===== config.mk =====
export PLATFORM = sky130hd
export DESIGN_NAME = tpm_pin_mux
export DESIGN_NICKNAME = d
export VERILOG_FILES = /design/src/shared/tpm_pkg.sv /design/src/rtl/tpm_fifo.sv /design/src/rtl/tpm_pin_mux.sv
export SDC_FILE = /design/constraint.sdc
export NUM_CORES = 1
export LEC_CHECK = 0
export BUFFER_PORTS_ARGS = -buffer_cell sky130_fd_sc_hd__buf_2
export CAP_MARGIN = 20
export CORE_MARGIN = 2
export CORE_UTILIZATION = 61
export DETAILED_ROUTE_END_ITERATION = 8
export GPL_TIMING_DRIVEN = 1
export PLACE_DENSITY = 0.81
export SYNTH_ARGS = -nofsm -noshare
export SYNTH_HDL_FRONTEND = slang
export SYNTH_SLANG_ARGS = --single-unit

===== constraint.sdc =====
create_clock -name core_clk -period 4.5 [get_ports core_clk]
set_input_delay 0.9 -clock core_clk [delete_from_list [all_inputs] [get_ports core_clk]]
set_output_delay 0.9 -clock core_clk [all_outputs]
set_load 0.02 [all_outputs]

===== src/shared/tpm_pkg.sv =====
// constants, types and carriers shared by the test-port pin mux
package tpm_pkg;
  localparam int PIN_COUNT = 4;
  // pin index of each shared line
  localparam int LINE_TDI = 0;
  localparam int LINE_TDO = 1;
  localparam int LINE_TCK = 2;
  localparam int LINE_TMS = 3;
  localparam int IR_W = 4;
  localparam int DR_W = 8;
  localparam int FIFO_DEPTH = 32;
  localparam logic [IR_W-1:0] IR_CAPTURE_VAL = 4'h1;
  localparam logic [IR_W-1:0] IR_RESET_VAL = 4'hF;
  localparam logic [IR_W-1:0] IR_DATA_SEL = 4'h2;
  localparam logic [PIN_COUNT-1:0] SEL_RESET_VAL = 4'h0;
  localparam logic [PIN_COUNT-1:0] PULLUP_LEVEL = 4'hF;

  typedef enum logic [3:0] {
    TPM_TLR = 4'h0,
    TPM_IDLE = 4'h1,
    TPM_SEL_DR = 4'h3,
    TPM_CAP_DR = 4'h2,
    TPM_SHIFT_DR = 4'h6,
    TPM_EXIT1_DR = 4'h7,
    TPM_PAUSE_DR = 4'h5,
    TPM_EXIT2_DR = 4'h4,
    TPM_UPD_DR = 4'hC,
    TPM_SEL_IR = 4'hD,
    TPM_CAP_IR = 4'hF,
    TPM_SHIFT_IR = 4'hE,
    TPM_EXIT1_IR = 4'hA,
    TPM_PAUSE_IR = 4'hB,
    TPM_EXIT2_IR = 4'h9,
    TPM_UPD_IR = 4'h8
  } tpm_tap_e;

  // drive side of the four shared pads
  typedef struct packed {
    logic [PIN_COUNT-1:0] out;
    logic [PIN_COUNT-1:0] oe;
  } tpm_pad_s;

  // software view of the general-purpose role
  typedef struct packed {
    logic [PIN_COUNT-1:0] dir;
    logic [PIN_COUNT-1:0] out;
  } tpm_gpio_s;
endpackage


===== src/rtl/tpm_fifo.sv =====
// parameterised valid/ready fifo for received test data words
module tpm_fifo #(
  parameter int WIDTH = 8,
  parameter int DEPTH = 32
) (
  input wire logic core_clk,
  input wire logic reset,
  input wire logic in_valid,
  output logic in_ready,
  input wire logic [WIDTH-1:0] in_data,
  output logic out_valid,
  input wire logic out_ready,
  output logic [WIDTH-1:0] out_data
);
  localparam int AW = $clog2(DEPTH);
  localparam int CW = $clog2(DEPTH + 1);

  logic [WIDTH-1:0] mem_ff [DEPTH];
  logic [AW-1:0] wr_ff, nxt_wr, rd_ff, nxt_rd;
  logic [CW-1:0] cnt_ff, nxt_cnt;
  logic push, pop;

  assign in_ready = (cnt_ff != CW'(DEPTH));
  assign out_valid = (cnt_ff != '0);
  assign out_data = mem_ff[rd_ff];
  assign push = in_valid && in_ready;
  assign pop = out_valid && out_ready;

  always_comb begin
    nxt_wr = wr_ff;
    nxt_rd = rd_ff;
    nxt_cnt = cnt_ff;
    if (push) begin
      nxt_wr = (wr_ff == AW'(DEPTH - 1)) ? '0 : wr_ff + 1'b1;
    end
    if (pop) begin
      nxt_rd = (rd_ff == AW'(DEPTH - 1)) ? '0 : rd_ff + 1'b1;
    end
    if (push && !pop) begin
      nxt_cnt = cnt_ff + 1'b1;
    end else if (pop && !push) begin
      nxt_cnt = cnt_ff - 1'b1;
    end
  end

  always_ff @(posedge core_clk or posedge reset) begin
    if (reset) begin
      wr_ff <= '0;
      rd_ff <= '0;
      cnt_ff <= '0;
    end else begin
      wr_ff <= nxt_wr;
      rd_ff <= nxt_rd;
      cnt_ff <= nxt_cnt;
    end
  end

  // storage carries no reset to stay a plain ram
  always_ff @(posedge core_clk) begin
    if (push) begin
      mem_ff[wr_ff] <= in_data;
    end
  end
endmodule


===== src/rtl/tpm_pin_mux.sv =====
// test access port sharing four pads with general-purpose port d lines
module tpm_pin_mux (
  input wire logic core_clk,
  input wire logic reset,
  input wire logic [3:0] pad_in,
  output tpm_pkg::tpm_pad_s pad_drive,
  input wire logic [3:0] periph_enable,
  input wire logic [3:0] periph_select,
  input wire tpm_pkg::tpm_gpio_s gpio_ctl,
  output logic [3:0] gpio_in,
  input wire logic [7:0] capture_word,
  output logic [3:0] instr,
  output logic [7:0] rx_data,
  output logic rx_valid,
  input wire logic rx_ready,
  output logic overflow,
  output tpm_pkg::tpm_tap_e tap_state
);
  function automatic logic is_shift(tpm_pkg::tpm_tap_e s);
    return (s == tpm_pkg::TPM_SHIFT_DR) || (s == tpm_pkg::TPM_SHIFT_IR);
  endfunction

  logic [3:0] sync1_ff, sync2_ff;
  logic [3:0] sel_ff, nxt_sel;
  logic tck_prev_ff;
  logic [3:0] view;
  logic tck_rise, tck_fall;
  tpm_pkg::tpm_tap_e tap_ff, nxt_tap;
  logic [3:0] ir_sh_ff, nxt_ir_sh, ir_ff, nxt_ir;
  logic [7:0] dr_sh_ff, nxt_dr_sh;
  logic tdo_ff, nxt_tdo;
  logic ovf_ff, nxt_ovf;
  logic push, fifo_ready;
  tpm_pkg::tpm_pad_s pad_ff, nxt_pad;

  // pads are asynchronous to core_clk, tck included
  always_ff @(posedge core_clk or posedge reset) begin
    if (reset) begin
      sync1_ff <= tpm_pkg::PULLUP_LEVEL;
      sync2_ff <= tpm_pkg::PULLUP_LEVEL;
    end else begin
      sync1_ff <= pad_in;
      sync2_ff <= sync1_ff;
    end
  end

  assign nxt_sel = periph_enable & periph_select;

  // test logic sees the pulled-up level on pads lent to the port
  genvar g;
  generate
    for (g = 0; g < tpm_pkg::PIN_COUNT; g++) begin : g_pin
      assign view[g] = sel_ff[g] ? 1'b1 : sync2_ff[g];
      // one continuous driver per bit keeps each pad bit single-sourced
      assign nxt_pad.out[g] = sel_ff[g] ? gpio_ctl.out[g]
        : (g == tpm_pkg::LINE_TDO) ? tdo_ff : 1'b0;
      assign nxt_pad.oe[g] = sel_ff[g] ? gpio_ctl.dir[g]
        : (g == tpm_pkg::LINE_TDO) && is_shift(tap_ff);
    end
  endgenerate

  // no edges while tck is lent out, so switching roles cannot clock
  assign tck_rise = view[tpm_pkg::LINE_TCK] && !tck_prev_ff
                    && !sel_ff[tpm_pkg::LINE_TCK];
  assign tck_fall = !view[tpm_pkg::LINE_TCK] && tck_prev_ff
                    && !sel_ff[tpm_pkg::LINE_TCK];
  assign push = tck_rise && (tap_ff == tpm_pkg::TPM_UPD_DR);

  always_comb begin
    nxt_tap = tap_ff;
    nxt_ir_sh = ir_sh_ff;
    nxt_ir = ir_ff;
    nxt_dr_sh = dr_sh_ff;
    nxt_tdo = tdo_ff;
    nxt_ovf = ovf_ff;
    if (tck_rise) begin
      case (tap_ff)
        tpm_pkg::TPM_TLR: nxt_tap = view[tpm_pkg::LINE_TMS] ?
          tpm_pkg::TPM_TLR : tpm_pkg::TPM_IDLE;
        tpm_pkg::TPM_IDLE, tpm_pkg::TPM_UPD_DR, tpm_pkg::TPM_UPD_IR:
          nxt_tap = view[tpm_pkg::LINE_TMS] ?
            tpm_pkg::TPM_SEL_DR : tpm_pkg::TPM_IDLE;
        tpm_pkg::TPM_SEL_DR: nxt_tap = view[tpm_pkg::LINE_TMS] ?
          tpm_pkg::TPM_SEL_IR : tpm_pkg::TPM_CAP_DR;
        tpm_pkg::TPM_CAP_DR, tpm_pkg::TPM_SHIFT_DR, tpm_pkg::TPM_EXIT2_DR:
          nxt_tap = view[tpm_pkg::LINE_TMS] ?
            tpm_pkg::TPM_EXIT1_DR : tpm_pkg::TPM_SHIFT_DR;
        tpm_pkg::TPM_EXIT1_DR: nxt_tap = view[tpm_pkg::LINE_TMS] ?
          tpm_pkg::TPM_UPD_DR : tpm_pkg::TPM_PAUSE_DR;
        tpm_pkg::TPM_PAUSE_DR: nxt_tap = view[tpm_pkg::LINE_TMS] ?
          tpm_pkg::TPM_EXIT2_DR : tpm_pkg::TPM_PAUSE_DR;
        tpm_pkg::TPM_SEL_IR: nxt_tap = view[tpm_pkg::LINE_TMS] ?
          tpm_pkg::TPM_TLR : tpm_pkg::TPM_CAP_IR;
        tpm_pkg::TPM_CAP_IR, tpm_pkg::TPM_SHIFT_IR, tpm_pkg::TPM_EXIT2_IR:
          nxt_tap = view[tpm_pkg::LINE_TMS] ?
            tpm_pkg::TPM_EXIT1_IR : tpm_pkg::TPM_SHIFT_IR;
        tpm_pkg::TPM_EXIT1_IR: nxt_tap = view[tpm_pkg::LINE_TMS] ?
          tpm_pkg::TPM_UPD_IR : tpm_pkg::TPM_PAUSE_IR;
        tpm_pkg::TPM_PAUSE_IR: nxt_tap = view[tpm_pkg::LINE_TMS] ?
          tpm_pkg::TPM_EXIT2_IR : tpm_pkg::TPM_PAUSE_IR;
        default: nxt_tap = tpm_pkg::TPM_TLR;
      endcase
      case (tap_ff)
        tpm_pkg::TPM_TLR: nxt_ir = tpm_pkg::IR_RESET_VAL;
        tpm_pkg::TPM_CAP_IR: nxt_ir_sh = tpm_pkg::IR_CAPTURE_VAL;
        tpm_pkg::TPM_SHIFT_IR:
          nxt_ir_sh = {view[tpm_pkg::LINE_TDI], ir_sh_ff[3:1]};
        tpm_pkg::TPM_UPD_IR: nxt_ir = ir_sh_ff;
        // other instructions capture zeros, so the word is only sent on ask
        tpm_pkg::TPM_CAP_DR: nxt_dr_sh =
          (ir_ff == tpm_pkg::IR_DATA_SEL) ? capture_word : 8'h00;
        tpm_pkg::TPM_SHIFT_DR:
          nxt_dr_sh = {view[tpm_pkg::LINE_TDI], dr_sh_ff[7:1]};
        // the probe cannot be stalled, so a full fifo drops and flags
        tpm_pkg::TPM_UPD_DR: nxt_ovf = ovf_ff || !fifo_ready;
        default: nxt_ir = ir_ff;
      endcase
    end
    if (tck_fall) begin
      nxt_tdo = (tap_ff == tpm_pkg::TPM_SHIFT_IR) ? ir_sh_ff[0]
                                                 : dr_sh_ff[0];
    end
  end

  always_ff @(posedge core_clk or posedge reset) begin
    if (reset) begin
      sel_ff <= tpm_pkg::SEL_RESET_VAL;
      tck_prev_ff <= 1'b1;
      tap_ff <= tpm_pkg::TPM_TLR;
      ir_sh_ff <= tpm_pkg::IR_RESET_VAL;
      ir_ff <= tpm_pkg::IR_RESET_VAL;
      dr_sh_ff <= 8'h00;
      tdo_ff <= 1'b1;
      ovf_ff <= 1'b0;
      pad_ff <= '0;
    end else begin
      sel_ff <= nxt_sel;
      tck_prev_ff <= view[tpm_pkg::LINE_TCK];
      tap_ff <= nxt_tap;
      ir_sh_ff <= nxt_ir_sh;
      ir_ff <= nxt_ir;
      dr_sh_ff <= nxt_dr_sh;
      tdo_ff <= nxt_tdo;
      ovf_ff <= nxt_ovf;
      pad_ff <= nxt_pad;
    end
  end

  tpm_fifo #(
    .WIDTH(tpm_pkg::DR_W),
    .DEPTH(tpm_pkg::FIFO_DEPTH)
  ) u_fifo (
    .core_clk(core_clk),
    .reset(reset),
    .in_valid(push),
    .in_ready(fifo_ready),
    .in_data(dr_sh_ff),
    .out_valid(rx_valid),
    .out_ready(rx_ready),
    .out_data(rx_data)
  );

  assign pad_drive = pad_ff;
  assign gpio_in = sync2_ff;
  assign instr = ir_ff;
  assign overflow = ovf_ff;
  assign tap_state = tap_ff;
endmodule


Yosys cells after proc, flatten, opt, wreduce, memory -nomap -nowiden
Memory sizes are Yosys's and may differ from the RTL's.
Cells that the tools add are included.
W data, S select, Z words.
{ "classes": {"n_bitwise": 1, "n_lt_le_gt_ge": 0, "addsub": 4, "n_reduce_logical": 30, "eq_ne": 19, "div_mod_pow": 0, "mul": 0, "n_mux": 33, "n_shift": 0} }
{ "op_table": {"columns": ["operator", "n"], "rows": [
  ["$pmux W4 S10", 1],
  ["$eq A4 B4 Y1 const B", 8],
  ["$mux W1", 17],
  ["$eq A4 B3 Y1 const B", 4],
  ["$pmux W4 S2", 2],
  ["$pmux W8 S2", 1],
  ["$eq A4 B2 Y1 const B", 3],
  ["$mux W4", 3],
  ["$mux W6", 2],
  ["$add A5 B1 Y5 const B", 2],
  ["$eq A5 B5 Y1 const B", 2],
  ["$mux W5", 2],
  ["$logic_and A1 B1 Y1", 9],
  ["$reduce_or A3 Y1", 3],
  ["$mux W8", 1],
  ["$reduce_and A2 Y1", 4],
  ["$reduce_bool A2 Y1", 4],
  ["$add A6 B1 Y6 const B", 1],
  ["$logic_not A1 Y1", 6],
  ["$mux W2", 3],
  ["$ne A6 B6 Y1 const B", 1],
  ["$reduce_bool A6 Y1", 1],
  ["$sub A6 B1 Y6 const B", 1],
  ["$and A4 B4 Y4", 1],
  ["other kinds (4)", 5]
]} }
{ "word_totals": {"out_inout_bits": 30, "mem_bits_rw": 256, "register_bits": 59, "latch_bits": 0, "inputBits": 31, "word_cells": 103, "rom_bits": 0, "n_memories": 1} }
{ "mem_list": {"columns": ["memory", "depth", "word_bits", "rd", "rd_clocked_by_memory_dff", "wr", "line", "source"], "rows": [
  ["u_fifo.mem_ff", 32, 8, 1, 0, 1, "tpm_fifo.sv:18", "logic [WIDTH-1:0] mem_ff [DEPTH];"]
]} }

Longest topological paths before layout
Gate-level depths: netlist of run 1.
{ "logic_depth": {"depth_word": 9, "ltp_mapped": 11, "mapped_depth_nobuf": 10} }

By module
Synthesis of run 1 repeated with hierarchy kept, for this count alone.
{ "unflattened": {"hier_cells": 750, "area_unflattened_um2": 12876.1} }
{ "modules_own_cells": {"columns": ["module", "n_inst", "seq_area_each_um2", "area_per_inst_um2", "cells_per_inst"], "rows": [
  ["tpm_fifo", 1, 8087.8, 11013.1, 580],
  ["tpm_pin_mux", 1, 1098.6, 1863.0, 170]
]} }

Worst setup path before layout of run 1
Ideal clock, no wire load.
{ "synth_timing": {"path_kind": "reg-to-reg", "start": "register sync2_ff[2], in the netlist gpio_in[2]", "end": "register u_fifo.cnt_ff[5]", "arrival_time_ns": 3.210, "stages_incl_launch_ff": 12, "t_required_ns": 4.372, "n_path_buf": 1, "slack_ns": 1.162, "synth_period_minus_slack_ns": 3.338, "setup_ns": 0.128, "cell_sequence": "dfstp_2 > or3b_4 > nor4_4 > and2_1 > buf_6 > ha_1 > inv_1 > ha_1 > a211oi_1 > nor3_1 > or3b_2 > xor2_1"} }
{ "synth_via": {"elab_chain_cells": 8, "elab_cells_between_ends": 10, "classes_between": "2 x mux; 8 x reduce/logical"} }
{ "synth_rtl": {"columns": ["element", "line", "source"], "rows": [
  ["start, declared", "tpm_pin_mux.sv:23", "logic [3:0] sync1_ff, sync2_ff;"],
  ["start signal, assigned", "tpm_pin_mux.sv:40", "sync2_ff <= tpm_pkg::PULLUP_LEVEL;"],
  ["start signal, assigned", "tpm_pin_mux.sv:43", "sync2_ff <= sync1_ff;"],
  ["$mux W1 (*)", "tpm_pin_mux.sv:53", "assign view[g] = sel_ff[g] ? 1'b1 : sync2_ff[g];"],
  ["$logic_and A1 B1 Y1 (*)", "tpm_pin_mux.sv:63", "assign tck_rise = view[tpm_pkg::LINE_TCK] && !tck_prev_ff"],
  ["$logic_and A1 B1 Y1 (*)", "tpm_pin_mux.sv:64", "&& !sel_ff[tpm_pkg::LINE_TCK];"],
  ["$logic_and A1 B1 Y1 (*)", "tpm_pin_mux.sv:67", "assign push = tck_rise && (tap_ff == tpm_pkg::TPM_UPD_DR);"],
  ["$logic_and A1 B1 Y1 (*)", "tpm_fifo.sv:26", "assign push = in_valid && in_ready;"],
  ["via u_fifo.push", "tpm_fifo.sv:21", "logic push, pop;"],
  ["$logic_not A1 Y1", "tpm_fifo.sv:41", "end else if (pop && !push) begin"],
  ["$logic_and A1 B1 Y1", "tpm_fifo.sv:41", null],
  ["$reduce_bool A2 Y1 (no source line)", null, null],
  ["end signal, assigned", "tpm_fifo.sv:54", "cnt_ff <= nxt_cnt;"],
  ["end, declared", "tpm_fifo.sv:20", "logic [CW-1:0] cnt_ff, nxt_cnt;"]
]} }
Mark *: on every way through the listed nets, which the timed path passes. The rest lies on a longest branch.
A chain may end at the register's enable or synchronous reset.

Worst setup path in the final report of run 1
{ "layout_timing": {"start": "register u_fifo.rd_ff[1]", "end": "output rx_data[2]"} }
{ "layout_via": {"elab_chain_cells": 1} }
{ "layout_rtl": {"columns": ["element", "line", "source"], "rows": [
  ["start, declared", "tpm_fifo.sv:19", "logic [AW-1:0] wr_ff, nxt_wr, rd_ff, nxt_rd;"],
  ["start signal, assigned", "tpm_fifo.sv:53", "rd_ff <= nxt_rd;"],
  ["$mem_v2 Z32 W8", null, null],
  ["end, declared", "tpm_pin_mux.sv:13", "output logic [7:0] rx_data,"]
]} }
Every way passes these cells.

==> reports/metrics.cfg, run 1 <==
[sta]
report.final.slew_viol_count = 0
postLayoutSetupSlackWorst_ps = 427
rsz0062_at_grt = false
worstMarginPinSlew_ps = 1060
setup_tns_ps = 0
hold_viol = 0
finalCriticalPeriod_ps = 4070
relSlewSlack = 0.294
setup_viol_count_final = 0
worst_clock_skew_ps = 24.9
fin_crit_sh = 0.905
fmax_ghz = 0.246

[final_layout]
final_util = 0.693
final_area_sq_um = 14400
drive_gt1_frac = 0.216
final_nets = 897
final_cells = 1152
fill_cells = 1381
syn_to_final_growth_pct = 12.3
multi_input_area_sq_um = 3420
antenna_cells = 0
seq_area_sq_um = 9190

[critical_path]
critPathMaxStageDelay_ps = 1100
crit_cells = 6
critical-path-slowest-cell = dfrtp_4
crit_type = flop to primary output
r2r_start = gpio_in[2]
arrival_ps = 3170
startpoint = u_fifo.rd_ff[1]
cp.required_ps = 3600
r2r_slack_ps = 670
crit_chain = buf_4 -> mux2i_1 -> nand2_1 -> nand3_1 -> nand3_1 -> buf_2
r2r_cells = 10
critPathCaptureType = primary output
cp_top_family = flip-flops
rr_endpoint = u_fifo.cnt_ff[5]
crit_top_cell = nand3_1
crit_end = rx_data[2]
crit_path_start_kind = flop
crit_path_max_fanout = 68
crit_buf_inv = 2

[cts]
clkLatencyLatePin_ps = 570
root_buffer = clkbuf_16
cts_max_level = 1
cts_resized = 0
post-cts-setup-buffers = 0
cts_tree = done
clock_path_buffers = 3
cts_made_buffers = 30
cts.clk_slew.worst_paths_ps = 60
holdBufCountCts = 0
cts_sinks = 315

[routing]
drc = 0
via_per_inst = 6.28
firstDrtPassIters = 6
routed_wl_mm = 26.9
drt_iter0_drc = 842
wire_per_inst_um = 23.3
antenna_left = 0
vias = 7235

[min_path]
hp-class = flop to flop
whs_path_depth = 0

[global_route]
met3_usage = 0.0428
grtUsageMet2 = 0.422
first_global_vias = 7376
grt_pass1_wl_mm = 40.9
met1_usage = 0.324
busiest_layer = met2
gr-usage-all-layers = 0.248
grt_max_degree = 69
antenna_found_initial = 0
overflow = 0

[pwr]
ir_worst_vdd_mv = 0.369
power_density_nw_per_um2 = 628
power.leakage_nw = 5.12

[place]
dp_hpwl_mm = 16.4
place.gp.congestion = 0.840
place.port_buffers = 60
place_inst = 1091
placed_area_sq_um = 13400
dp_slack_ps = 797

[job]
max_cap_violations = 0

[logic_synthesis]
yosysSeqAreaShare = 0.715
ys_warn_count = 0
syn_area_sq_um = 12800
ys.flop_type = edfxtp_1
synth_seq_cells = 315
postSynthAreaPerCell_sq_um = 16.3
synth_fp_nets = 832
async_reset_ff_frac = 0.187
synth_edf_count = 256
syn_inst = 788
yosysUniqueCellTypes = 60

[floorplanning]
die_y_um = 149
die-area_sq_um = 22200
ioPinCount = 61
chipWidth_um = 149
rows = 53
core-area_sq_um = 20800
start_util = 0.617

[run_status]
outcome = finished, final reports clean

placed cells by master (no fill, tap or decap), types with 3 or more instances in the layout:
cell type / instances
a221oi_1: 7
a21o_1: 3
nor2_1: 47
mux2i_1: 69
ha_1: 12
o21ai_0: 25
nor2b_1: 7
mux4_2: 32
or3_1: 4
a221o_1: 3
clkbuf_16: 31
clkinv_1: 6
nand3b_1: 6
a22oi_1: 24
buf_2: 60
and2_1: 12
clkbuf_1: 6
dfrtp_1: 39
inv_1: 8
buf_4: 10
clkinv_2: 8
a21oi_1: 22
dfstp_2: 18
edfxtp_1: 256
a22o_1: 9
nand2_1: 45
nor3_1: 3
buf_16: 4
nand2b_1: 5
xor2_1: 3
mux2_2: 4
and3_1: 3
nand3_1: 36
how the worst min path moves through the flow:
stage | startpoint | end | slack [ps]
after floorplan | sync1_ff[0] | gpio_in[0] | 350
after global placement | sync1_ff[2] | gpio_in[2] | 350
after detailed placement | sync1_ff[1] | gpio_in[1] | 350
final | sync1_ff[3] | gpio_in[3] | 360
after CTS | sync1_ff[3] | gpio_in[3] | 360
after global routing | sync1_ff[2] | gpio_in[2] | 360
worst register-to-register path, delay by kind of cell, from the launching register on:
kind	cells	cell delay, ps
AND/OR/NAND/NOR	5	1840
adder cells (fa/ha/maj)	2	650
flip-flops	1	530
AO/OA/AOI/OAI	1	370
buffers and inverters	1	170
XOR/XNOR	1	150
state kept, by name, summed over array words and instances (netlist names), 4 cells and up:
name and count:
u_fifo.wr_ff 5, u_fifo.cnt_ff 6, tap_state 4, ir_sh_ff 4
sel_ff 4, pad_drive 8, u_fifo.rd_ff 5, dr_sh_ff 8
gpio_in 4, sync1_ff 4, instr 4, u_fifo.mem_ff 256
layout make-up:
cell class              count  area share
clock buffers              39      0.0573
well taps                 275      0.0239
clock inverters            17     0.00763
flip-flops and latches    315       0.637
inverters                   9     0.00234
multi-input cells         422       0.237
repair buffers             75      0.0347
metrics by stage:
| step | hold WS [ps] | power [W] |
|---|---|---|
| finish | 356 | 0.00906 |
| global route | 361 | 0.00943 |
| global placement | 346 | 0.00645 |
| detailed placement | 347 | 0.00658 |
| CTS | 357 | 0.00895 |
| floorplan | 345 | 0.00577 |
logic make-up after synthesis:
group / synth area share
compound gates: 0.0595
xor+xnor: 0.00341
fa+ha+maj: 0.0132
buf+inv: 0.0187
flops: 0.715
mux: 0.115
simple gates: 0.0753
Yosys cell counts, types with 15 or more instances:
library cell | instances | area share
a22oi_1 | 24 | 0.014
mux4_2 | 32 | 0.056
nand2_1 | 45 | 0.013
mux2i_1 | 69 | 0.054
clkbuf_1 | 18 | 0.0053
o21ai_0 | 25 | 0.0097
dfstp_2 | 18 | 0.037
nand3_1 | 36 | 0.014
dfrtp_1 | 41 | 0.080
buf_2 | 15 | 0.0058
a21oi_1 | 22 | 0.0086
edfxtp_1 | 256 | 0.60
nor2_1 | 47 | 0.014
routing by layer:
metal | share of wire | up-vias
met3 | 0.083 | 64
li1 | - | 3191
met1 | 0.38 | 3606
met4 | 0.033 | 0
met2 | 0.51 | 374
met5 | 0 | -
report_power, final:
part	total (W)	switching, W	leakage, nW	internal, W
Sequential	0.00418	0.000526	2.95	0.00365
Clock	0.00240	0.00105	0.467	0.00135
Combinational	0.00248	0.00141	1.70	0.00108
Total	0.00906	0.00298	5.12	0.00608
Power figures use the tool's default switching activity.
==> inputs of run 2 (changes only) <==
BUFFER_PORTS_ARGS = -buffer_cell sky130_fd_sc_hd__clkbuf_2   (was -buffer_cell sky130_fd_sc_hd__buf_2)
==> run 2 against run 1 <==
Effect of this change:
- clock power up 5%
- first-iteration DRC count down 17%
- critical endpoint is now rx_data[3]
- register-to-register slack better by 80 ps
==> reports/metrics.cfg, run 2 (same netlist as run 1, synthesis figures left out) <==
[pwr]
sequentialPowerShare = 0.456  ; -0.005
netSwitchingFraction = 0.323  ; -0.00643
power.switching_w = 0.00297  ; -0.61%
pwr-share-comb = 0.269  ; -0.005
power.leakage_nw = 5.17  ; +0.96%
p_int_w = 0.00622  ; +2.3%
pwr-share-clk = 0.275  ; +0.010
ir_worst_vdd_mv = 0.423  ; +15%
power_density_nw_per_um2 = 633  ; +0.80%

[critical_path]
cp.required_ps = 3600  ; about the same
critPathCaptureType = primary output
cp_top_family = compound AO/OA/AOI/OAI gates
crit_path_start_kind = flop
crit_cells = 6  ; unchanged
critPathMaxStageDelay_ps = 640  ; -460 ps
critical-path-slowest-cell = dfrtp_2
crit_path_max_fanout = 18  ; -74%
crit_chain = buf_4 -> mux4_2 -> a22o_1 -> a221oi_1 -> nand3_1 -> clkbuf_2
r2r_start = gpio_in[2]
crit_buf_inv = 2  ; unchanged
crit_type = flop to primary output
r2r_cells = 10  ; unchanged
r2r_slack_ps = 750  ; +80 ps
rr_endpoint = u_fifo.cnt_ff[5]
arrival_ps = 3170  ; about the same

[sta]
report.final.slew_viol_count = 0  ; unchanged
relSlewSlack = 0.336  ; +0.0422
worst_clock_skew_ps = 21.1  ; -3.81 ps
rsz0062_at_grt = false
setup_viol_count_final = 0  ; unchanged
setup_tns_ps = 0  ; unchanged
hold_viol = 0  ; unchanged
fmax_ghz = 0.246  ; +0.12%
finalCriticalPeriod_ps = 4070  ; -5.05 ps
worstMarginPinSlew_ps = 996  ; -63.4 ps
hold_ws_ps = 342  ; -13.9 ps
fin_crit_sh = 0.904  ; -0.00112

[final_layout]
final_util = 0.697  ; +0.00397
largest_register_ffs = 256  ; unchanged
seq_area_sq_um = 9190  ; unchanged
top_register = u_fifo.mem_ff
antenna_cells = 0  ; unchanged
multi_input_area_sq_um = 3420  ; unchanged
fill_cells = 1317  ; -4.6%
syn_to_final_growth_pct = 12.9
drive_gt1_frac = 0.222  ; +0.00659
final_cell_mix = edfxtp_1 (256), mux2i_1 (69), clkbuf_2 (60), nor2_1 (47), nand2_1 (45)
final_nets = 898  ; +0.11%
layout_commonest_cell = edfxtp_1

[cts]
clock_path_buffers = 3  ; unchanged
cts_tree = done
cts.clk_slew.worst_paths_ps = 60  ; about the same
root_buffer = clkbuf_16
cts_max_level = 1  ; unchanged
post-cts-setup-buffers = 0  ; unchanged
cts_resized = 0  ; unchanged
cts_sinks = 315  ; unchanged
cts_made_buffers = 30  ; unchanged
clkLatencyLatePin_ps = 570  ; about the same
holdBufCountCts = 0  ; unchanged

[min_path]
hold_start = sync1_ff[0]
min_to = gpio_in[0]
hp-class = flop to flop
whs_path_depth = 0  ; unchanged

[job]
max_cap_violations = 0  ; unchanged

[global_route]
grt_max_degree = 65  ; -5.8%
grt_pass1_wl_mm = 41.4  ; +1.3%
first_global_vias = 7372  ; -0.054%
antenna_found_initial = 0  ; unchanged
gr-usage-all-layers = 0.248  ; -0.000440
overflow = 0  ; unchanged

[place]
place.gp.congestion = 0.873  ; +4.0%
dp_hpwl_mm = 16.4  ; +0.24%
place.port_buffers = 60  ; unchanged

[routing]
via_per_inst = 6.28  ; about the same
firstDrtPassIters = 6  ; unchanged
vias = 7240  ; +0.069%
drc = 0  ; unchanged
wire_per_inst_um = 22.8  ; -2.2%
routed_wl_mm = 26.3  ; -2.1%
antenna_left = 0  ; unchanged
drt_iter0_drc = 700  ; -17%

[floorplanning]
ioPinCount = 61  ; unchanged
rows = 53  ; unchanged
start_util = 0.617  ; unchanged
die_y_um = 149  ; unchanged
die-area_sq_um = 22200  ; unchanged
core-area_sq_um = 20800  ; unchanged
chipWidth_um = 149  ; unchanged

[run_status]
outcome = finished, final reports clean

-- run 2: cell count changes in the layout (fill, tap and decap cells not counted), moves of 2 or more --
cell	previous run	this run
buf_2	60	0
clkbuf_2	0	60
clkbuf_4	0	2
clkbuf_8	2	8
clkinv_1	6	0
clkinv_2	8	5
-- run 2: routing by layer --
layer	share of wire	wire, um	vias up	global-route usage
li1	-	-	3202	-
met1	0.38	10100	3629	0.334
met2	0.51	13400	349	0.416
met3	0.083	2190	60	0.0502
met4	0.023	601	0	0.0710
met5	0	0	-	0
-- run 2: worst max-delay path by stage --
stage,from,end,slack (ps)
after floorplan,gpio_in[2],u_fifo.cnt_ff[5],1160
after global placement,gpio_in[2],u_fifo.cnt_ff[5],980
after detailed placement,gpio_in[2],u_fifo.cnt_ff[5],820
after CTS,u_fifo.rd_ff[1],rx_data[1],420
after global routing,u_fifo.rd_ff[0],rx_data[4],250
final,u_fifo.rd_ff[0],rx_data[3],430
-- run 2: power by group through the flow --
stage / logic, W / clock network, W / registers [W]
final: 0.00247 / 0.00253 / 0.00419
after global routing: 0.00266 / 0.00268 / 0.00424
after CTS: 0.00228 / 0.00256 / 0.00430
after detailed placement: 0.00226 / 0 / 0.00436
after global placement: 0.00212 / 0 / 0.00434
after floorplan: 0.00170 / 0 / 0.00406
-- run 2: layout make-up --
| type | count | area share |
|---|---|---|
| clock buffer | 49 | 0.0656 |
| clock inverter | 7 | 0.00492 |
| inverter | 9 | 0.00233 |
| multi-input combinational | 422 | 0.236 |
| sequential | 315 | 0.634 |
| tap | 275 | 0.0237 |
| timing repair buffer | 76 | 0.0342 |
-- run 2: metrics by stage --
| step | worst slack, ps | power [W] | area, sq um | cells |
|---|---|---|---|---|
| global route | 252 | 0.00958 | 14500 | 1153 |
| floorplan | 1160 | 0.00577 | 12800 | 788 |
| global placement | 981 | 0.00645 | 13400 | 1092 |
| finish | 432 | 0.00919 | 14500 | 1153 |
| detailed placement | 822 | 0.00662 | 13400 | 1093 |
| CTS | 425 | 0.00914 | 14400 | 1149 |
